--- src/rtl/asc_pkg.sv ---
/*
 * Shared constants and carrier types for the amplifier strap and power
 * stage control block. Assumes a single 20 MHz system clock.
 */
package asc_pkg;

    // Clock period in ns
    localparam int unsigned CLK_PERIOD_NS = 50;

    // Select, gain and dead-time counter widths
    localparam int unsigned DT_SEL_W      = 3;
    localparam int unsigned GAIN_SEL_W    = 2;
    localparam int unsigned DT_CNT_W      = 4;

    // Dead time in tenths of a ns per code, longest first
    localparam int unsigned DT_TENTH_NS [8] = '{620, 490, 370, 240, 150, 135, 120, 90};

    // Reset values of captured straps
    localparam logic                EXT_MOD_RESET = 1'h0;
    localparam logic [DT_SEL_W-1:0] DT_SEL_RESET  = 3'h0;

    // Front-end gain in dB per code
    localparam logic [4:0] GAIN_DB_0 = 5'h00;
    localparam logic [4:0] GAIN_DB_1 = 5'h06;
    localparam logic [4:0] GAIN_DB_2 = 5'h0c;
    localparam logic [4:0] GAIN_DB_3 = 5'h12;

    // Four bridge gates of one channel
    typedef struct packed {
        logic high_a;
        logic low_a;
        logic high_b;
        logic low_b;
    } asc_bridge_s;

    // Fault inputs from the analog protection circuits
    typedef struct packed {
        logic overcurrent;
        logic thermal_warning;
        logic thermal_shutdown;
    } asc_fault_s;

endpackage : asc_pkg

--- src/rtl/asc_amp_ctrl.sv ---
/*
 * Pin-level configuration of a two-channel switching amplifier: strap
 * capture at reset release, gain select, fault flags and bridge drive.
 * Assumes every control pin is asynchronous to sys_clk (20 MHz) and that
 * reset_n and mute_n are active-low pins from the host controller.
 */
// Overview of operation
// - External strap at reset release disables both stages
// - External mode leaves flags and dead-time meaningless
// - External mode outputs each channel bitstream on pin
// - Gain code maps to 0, 6, 12, 18 dB
// - Gain pins sampled continuously, applied on change
// - Diagonal bridge transistors switch together as pair
// - Eight dead-time settings from three select pins
// - Dead-time select captured at reset rising edge
// - Code 000 longest, 111 shortest dead time
// - Overcurrent latches mute; reset or mute pulse clears
`timescale 1ns/1ns
module asc_amp_ctrl
    import asc_pkg::*;
(
    // Clock and reset
    input  wire logic                  sys_clk,
    input  wire logic                  reset,
    // Host control pins
    input  wire logic                  reset_n,
    input  wire logic                  mute_n,
    input  wire logic                  external_modulator_strap,
    input  wire logic                  deadtime_sel_bit2,
    input  wire logic                  deadtime_sel_bit1,
    input  wire logic                  deadtime_sel_bit0,
    input  wire logic                  gain_sel_bit1,
    input  wire logic                  gain_sel_bit0,
    // Analog side
    input  wire logic                  left_mod_bit,
    input  wire logic                  right_mod_bit,
    input  asc_fault_s                 fault_in,
    // Outputs
    output logic [GAIN_SEL_W-1:0]      gain_code,
    output logic [4:0]                 gain_db,
    output asc_bridge_s                left_gates,
    output asc_bridge_s                right_gates,
    output logic                       left_bitstream_out,
    output logic                       right_bitstream_out,
    output logic                       thermal_shutdown_flag,
    output logic                       thermal_warning_flag,
    output logic                       overcurrent_flag,
    output logic [DT_SEL_W-1:0]        deadtime_sel,
    output logic                       ext_mode
);

    // One clock period in tenths of a ns, the unit of the dead-time table
    localparam int unsigned TENTHS_PER_NS = 10;
    localparam int unsigned CYCLE_TENTHS  = TENTHS_PER_NS * CLK_PERIOD_NS;
    localparam int unsigned MAX_DT_TENTHS = ((1 << DT_CNT_W) - 1) * CYCLE_TENTHS;

    // The counter must hold the longest gap in whole cycles
    if (DT_TENTH_NS[0] > MAX_DT_TENTHS) begin : g_bad_cnt_w
        $error("asc_amp_ctrl: DT_CNT_W too narrow for the longest dead time");
    end

    // Cycles of dead time, rounded up so the gap is never shorter
    function automatic logic [DT_CNT_W-1:0] dt_cycles(input logic [DT_SEL_W-1:0] code);
        int unsigned c;
        c = (DT_TENTH_NS[code] + CYCLE_TENTHS - 1) / CYCLE_TENTHS;
        if (c < 1) c = 1;
        return DT_CNT_W'(c);
    endfunction : dt_cycles

    function automatic logic [4:0] gain_lookup(input logic [GAIN_SEL_W-1:0] code);
        case (code)
            2'h0:    return GAIN_DB_0;
            2'h1:    return GAIN_DB_1;
            2'h2:    return GAIN_DB_2;
            default: return GAIN_DB_3;
        endcase
    endfunction : gain_lookup

    // Two-stage synchronisers; only stage two is read
    localparam int unsigned SYNC_W = 10;
    logic [SYNC_W-1:0] sync1_reg, sync2_reg;
    logic [SYNC_W-1:0] pin_bus;
    assign pin_bus = {reset_n, mute_n, external_modulator_strap, deadtime_sel_bit2,
                      deadtime_sel_bit1, deadtime_sel_bit0, gain_sel_bit1, gain_sel_bit0,
                      left_mod_bit, right_mod_bit};

    always_ff @(posedge sys_clk) begin
        if (reset) begin
            sync1_reg <= '0;
            sync2_reg <= '0;
        end else begin
            sync1_reg <= pin_bus;
            sync2_reg <= sync1_reg;
        end
    end

    logic                  rst_n_s, mute_n_s, strap_s, lmod_s, rmod_s;
    logic [DT_SEL_W-1:0]   dt_s;
    logic [GAIN_SEL_W-1:0] gain_s;
    asc_fault_s            fault_s1_reg, fault_s2_reg;
    assign {rst_n_s, mute_n_s, strap_s, dt_s, gain_s, lmod_s, rmod_s} = sync2_reg;

    always_ff @(posedge sys_clk) begin
        if (reset) begin
            fault_s1_reg <= '0;
            fault_s2_reg <= '0;
        end else begin
            fault_s1_reg <= fault_in;
            fault_s2_reg <= fault_s1_reg;
        end
    end

    // Control state
    logic                  rst_n_d_reg, rst_n_d_next;
    logic                  mute_n_d_reg, mute_n_d_next;
    logic                  ext_reg, ext_next;
    logic [DT_SEL_W-1:0]   dt_reg, dt_next;
    logic [GAIN_SEL_W-1:0] gain_reg, gain_next;
    logic [4:0]            gain_db_reg, gain_db_next;
    logic                  oc_reg, oc_next;
    logic                  tw_reg, tw_next;
    logic                  ts_reg, ts_next;
    logic                  lbit_reg, lbit_next;
    logic                  rbit_reg, rbit_next;
    logic                  rise, mute_pulse_end;

    assign rise           = rst_n_s && !rst_n_d_reg;
    assign mute_pulse_end = mute_n_s && !mute_n_d_reg;

    always_comb begin
        rst_n_d_next  = rst_n_s;
        mute_n_d_next = mute_n_s;
        ext_next      = ext_reg;
        dt_next       = dt_reg;
        gain_next     = gain_s;
        gain_db_next  = gain_lookup(gain_s);
        oc_next       = oc_reg;
        tw_next       = 1'b0;
        ts_next       = 1'b0;
        lbit_next     = 1'b0;
        rbit_next     = 1'b0;
        if (rise) begin
            // Straps captured once and held until the next release
            ext_next = strap_s;
            dt_next  = dt_s;
        end
        if (!rst_n_s || mute_pulse_end) begin
            oc_next = 1'b0;
        end
        // Outputs follow the mode being captured, so none leaks in the capture cycle
        if (rst_n_s && !ext_next) begin
            // Latched flag; a new fault wins over a clear
            if (fault_s2_reg.overcurrent) oc_next = 1'b1;
            tw_next = fault_s2_reg.thermal_warning;
            ts_next = fault_s2_reg.thermal_shutdown;
        end
        if (rst_n_s && ext_next) begin
            // Flags stay low: they have no meaning here
            lbit_next = lmod_s;
            rbit_next = rmod_s;
        end
    end

    always_ff @(posedge sys_clk) begin
        if (reset) begin
            rst_n_d_reg  <= 1'b0;
            mute_n_d_reg <= 1'b0;
            ext_reg      <= EXT_MOD_RESET;
            dt_reg       <= DT_SEL_RESET;
            gain_reg     <= '0;
            gain_db_reg  <= GAIN_DB_0;
            oc_reg       <= 1'b0;
            tw_reg       <= 1'b0;
            ts_reg       <= 1'b0;
            lbit_reg     <= 1'b0;
            rbit_reg     <= 1'b0;
        end else begin
            rst_n_d_reg  <= rst_n_d_next;
            mute_n_d_reg <= mute_n_d_next;
            ext_reg      <= ext_next;
            dt_reg       <= dt_next;
            gain_reg     <= gain_next;
            gain_db_reg  <= gain_db_next;
            oc_reg       <= oc_next;
            tw_reg       <= tw_next;
            ts_reg       <= ts_next;
            lbit_reg     <= lbit_next;
            rbit_reg     <= rbit_next;
        end
    end

    // Stage runs only out of reset, unmuted, free of overcurrent and thermal shutdown, and internal
    logic stage_en;
    // Held off in the capture cycle, where ext_reg still shows the old strap
    assign stage_en = rst_n_s && mute_n_s && !rise
                      && !ext_reg && !oc_reg && !ts_reg;

    // dt_reg changes only at reset release, so it is stable while running
    logic [DT_CNT_W-1:0] dead_cycles;
    assign dead_cycles = dt_cycles(dt_reg);

    asc_half_bridge #(.DEAD_W(DT_CNT_W)) u_left (
        .sys_clk     (sys_clk),
        .reset       (reset),
        .enable      (stage_en),
        .mod_bit     (lmod_s),
        .dead_cycles (dead_cycles),
        .gates       (left_gates)
    );

    asc_half_bridge #(.DEAD_W(DT_CNT_W)) u_right (
        .sys_clk     (sys_clk),
        .reset       (reset),
        .enable      (stage_en),
        .mod_bit     (rmod_s),
        .dead_cycles (dead_cycles),
        .gates       (right_gates)
    );

    assign gain_code             = gain_reg;
    assign gain_db               = gain_db_reg;
    assign left_bitstream_out    = lbit_reg;
    assign right_bitstream_out   = rbit_reg;
    assign thermal_shutdown_flag = ts_reg;
    assign thermal_warning_flag  = tw_reg;
    assign overcurrent_flag      = oc_reg;
    assign deadtime_sel          = dt_reg;
    assign ext_mode              = ext_reg;

endmodule : asc_amp_ctrl

--- src/rtl/asc_half_bridge.sv ---
/*
 * Non-overlap gate driver for one H-bridge channel. Assumes the modulator
 * bit and the enable come from logic on sys_clk.
 */
`timescale 1ns/1ns
module asc_half_bridge
    import asc_pkg::*;
#(
    parameter int unsigned DEAD_W = DT_CNT_W
) (
    // Clock and reset
    input  wire logic              sys_clk,
    input  wire logic              reset,
    // Control
    input  wire logic              enable,
    input  wire logic              mod_bit,
    input  wire logic [DEAD_W-1:0] dead_cycles,
    // Gates
    output asc_bridge_s            gates
);

    if (DEAD_W < 1) begin : g_bad_dead_w
        $error("asc_half_bridge: DEAD_W must be at least 1");
    end

    logic              state_reg, state_next;
    logic [DEAD_W-1:0] cnt_reg,   cnt_next;
    asc_bridge_s       gates_reg, gates_next;

    always_comb begin
        state_next = state_reg;
        cnt_next   = cnt_reg;
        gates_next = '0;
        if (!enable) begin
            cnt_next = dead_cycles;
        end else if (mod_bit != state_reg) begin
            // All gates off for the dead time before the new pair turns on
            state_next = mod_bit;
            cnt_next   = dead_cycles;
        end else if (cnt_reg != '0) begin
            cnt_next = cnt_reg - 1'b1;
        end else begin
            // Diagonal pairs switch together for differential drive
            gates_next.high_a = state_reg;
            gates_next.low_b  = state_reg;
            gates_next.high_b = !state_reg;
            gates_next.low_a  = !state_reg;
        end
    end

    always_ff @(posedge sys_clk) begin
        if (reset) begin
            state_reg <= 1'b0;
            cnt_reg   <= '0;
            gates_reg <= '0;
        end else begin
            state_reg <= state_next;
            cnt_reg   <= cnt_next;
            gates_reg <= gates_next;
        end
    end

    assign gates = gates_reg;

endmodule : asc_half_bridge

--- config.mk ---
export PLATFORM = sky130hd
export DESIGN_NAME = asc_amp_ctrl
export DESIGN_NICKNAME = d
export VERILOG_FILES = /design/src/rtl/asc_pkg.sv /design/src/rtl/asc_amp_ctrl.sv /design/src/rtl/asc_half_bridge.sv
export SDC_FILE = /design/constraint.sdc
export NUM_CORES = 1
export LEC_CHECK = 0
export ABC_AREA = 0
export ABC_CLOCK_PERIOD_IN_PS = 6580
export BUFFER_PORTS_ARGS = -buffer_cell sky130_fd_sc_hd__buf_2
export CAP_MARGIN = 20
export CORE_UTILIZATION = 43
export DETAILED_ROUTE_END_ITERATION = 8
export PLACE_DENSITY_LB_ADDON = 0.1
export SLEW_MARGIN = 10
export SYNTH_ARGS = -nofsm -noshare
export SYNTH_HDL_FRONTEND = slang
export SYNTH_SLANG_ARGS = --single-unit
--- constraint.sdc ---
create_clock -name sys_clk -period 6.58 [get_ports sys_clk]
set_input_delay 0.658 -clock sys_clk [delete_from_list [all_inputs] [get_ports sys_clk]]
set_output_delay 0.658 -clock sys_clk [all_outputs]
set_load 0.005 [all_outputs]
==> metrics.cfg <==
[timing]
finalSetupViolCount = 0
max_slew_margin_pct = 44.5
fin_tns_setup_ns = 0
finalCritPeriodShare_pct = 47.6
tightestPinTransition_ns = 0.833
hold_viol = 0
max_clock_freq_ghz = 0.319
fin_crit_ns = 3.13
setup_slack_ns = 3.45
fin_skew_ns = 0.00330
rsz0062_at_grt = false
finalMaxSlewViolations = 0

[finish]
fillers = 492
drive_above_1_share_pct = 21.3
syn_to_final_growth_pct = 17.7
layout_common_cells = 57 x dfxtp_1, 37 x buf_2, 32 x nor2b_1
final_common_cell = dfxtp_1
fin_nets = 309
antennaDiodeCount = 0

[setup_path]
cp-end-kind = flop
critPathArrivalTime_ns = 3.31
path_class = reg -> reg
worst_ep_required_time_ns = 6.75
r2r_cells = 11
cp-start-kind = flop
cp_max_fo = 8

[power]
totalPowerFinal_mw = 0.722
leakage_nw = 1.18
power_density_mw_per_mm2 = 264
irDropWorstVdd_mv = 0.153

[clock_tree]
clockBufferDepth = 2
root_buffer = clkbuf_8
clk_latency_ns = 0.32
cts_tree = done
htree_levels = 3
path_clk_slew_ns = 0.06
ctsHoldBuffers = 0
clock-sinks = 57
post_cts_resized = 0
cts_buffers = 9
post_cts_buffers = 0

[yosys]
synth_edf_count = 0
synth_top_area_share_pct = 49.1
avgSynthCellArea_sq_um = 9.48
yosys-top-cells-area = dfxtp_1 49%, nor2b_1 8.6%, ha_1 7.0%
syn_nets = 273
ys_ff_latch = 57
synth_cell_types = 43
ys.flop_type = dfxtp_1
synth_area_sq_mm = 0.00232
ys_seq_area_share_pct = 49.1
async_flop_share_pct = 0
netlist_instances = 245
yosys.area.top_type = dfxtp_1
ys_warn_count = 0

[detailed_routing]
drtIter0Drc = 117
routed_wl_mm = 3.58
drt_drc_violations_left = 0
firstDrtPassIters = 4
antenna_left = 0
vias = 1637
wl_per_cell_microns = 10.1
vias_per_cell = 4.60

[global_routing]
grt_overflow = 0
grt_max_degree = 52
antenna_found_initial = 0
grt_pass1_vias = 1459
grt_pass1_wl_mm = 6.03
track_usage_pct = 14.5

[die]
core_sq_mm = 0.00514
rows = 26
ioPinCount = 39
die_w_microns = 75.5
die_area_sq_mm = 0.00570
floorplan.initialDensity_pct = 45.2
die_h_microns = 75.5

[placed_design]
gp_congestion = 0.877
port_buffers = 37
dp_slack_ns = 3.48
hpwl_mm = 2.49

[run]
maxCapViolCount = 0

[status]
status = finished, final reports clean

[min_path]
hold_depth = 1
hp-class = reg -> reg

## per-layer routing
layer,vias up,part of all wire [%],GRT usage [%]
met4,0,3.2,10.7
met5,-,0,0
met2,30,46,22.6
met1,729,47,16.6
met3,12,3.6,4.89
li1,866,-,-
## power by group
| part | internal [mW] | switching (mW) | total, mW |
|---|---|---|---|
| clock | 0.194 | 0.131 | 0.325 |
| combinational | 0.0183 | 0.0194 | 0.0377 |
| sequential | 0.355 | 0.00403 | 0.359 |
| total | 0.568 | 0.155 | 0.722 |
## worst max-delay path, stage by stage (launching register included)
cell and delay (ns):
dfxtp_1 0.46, inv_1 0.17, ha_1 0.38, a21oi_1 0.24, ha_1 0.32, and3b_1 0.21, o32a_1 0.31, a2111oi_2 0.42
o211ai_1 0.12, nand2_1 0.11, a2bb2oi_2 0.18, a211oi_2 0.08
## cells in the mapped netlist, types with 2 or more instances
cell type	instances
nand2b_1	6
nor4_1	2
buf_4	6
o21ai_1	2
xor2_1	2
nor2_1	30
inv_2	3
a21oi_1	6
clkbuf_1	5
nor2b_1	32
nor3_1	4
xnor2_1	10
a32oi_1	2
nand2_1	14
dfxtp_1	57
inv_1	12
mux2i_1	4
nand3_1	3
and2_1	5
nor4b_1	2
o21ai_0	4
ha_1	13
## per-stage QoR
stage | cell area, sq um | instances | util (%) | hold slack (ns)
floorplan | 2320 | 245 | - | 0.406
global placement | 2530 | 340 | 49.2 | 0.410
detailed placement | 2530 | 340 | 49.2 | 0.415
CTS | 2730 | 356 | 53.2 | 0.436
global route | 2730 | 356 | 53.2 | 0.447
finish | 2730 | 356 | 53.2 | 0.431
## final timing paths
check | slack (ns) | start | endpoint
min reg2reg | 0.43 | fault_s2_reg[1] | thermal_warning_flag
max reg2reg | 3.45 | deadtime_sel[1] | u_right.cnt_reg[0]
max | 3.45 | deadtime_sel[1] | u_right.cnt_reg[0]
min | 0.43 | fault_s2_reg[1] | thermal_warning_flag
## kinds of logic after synthesis
kind of cell               count (synthesis)  share of synthesized area [%]
DFF                                       57                           49.1
muxes                                      4                           1.72
buffers and inverters                     27                           5.33
xor gates and xnor gates                  12                           4.53
and+or+nand+nor                          104                           23.4
adders and majority gates                 13                           7.00
AOI/OAI and AO/OA                         27                           8.73
other                                      1                          0.161
## layout make-up
class	instances	area (sq um)	area share [%]
clock buffer	11	151	5.54
inverter	15	56.3	2.06
timing repair buffer	37	185	6.78
sequential	57	1140	41.8
multi-input combinational	161	1060	38.7
clock inverter	5	53.8	1.97
tap	70	87.6	3.21
Power figures use the tool's default switching activity.
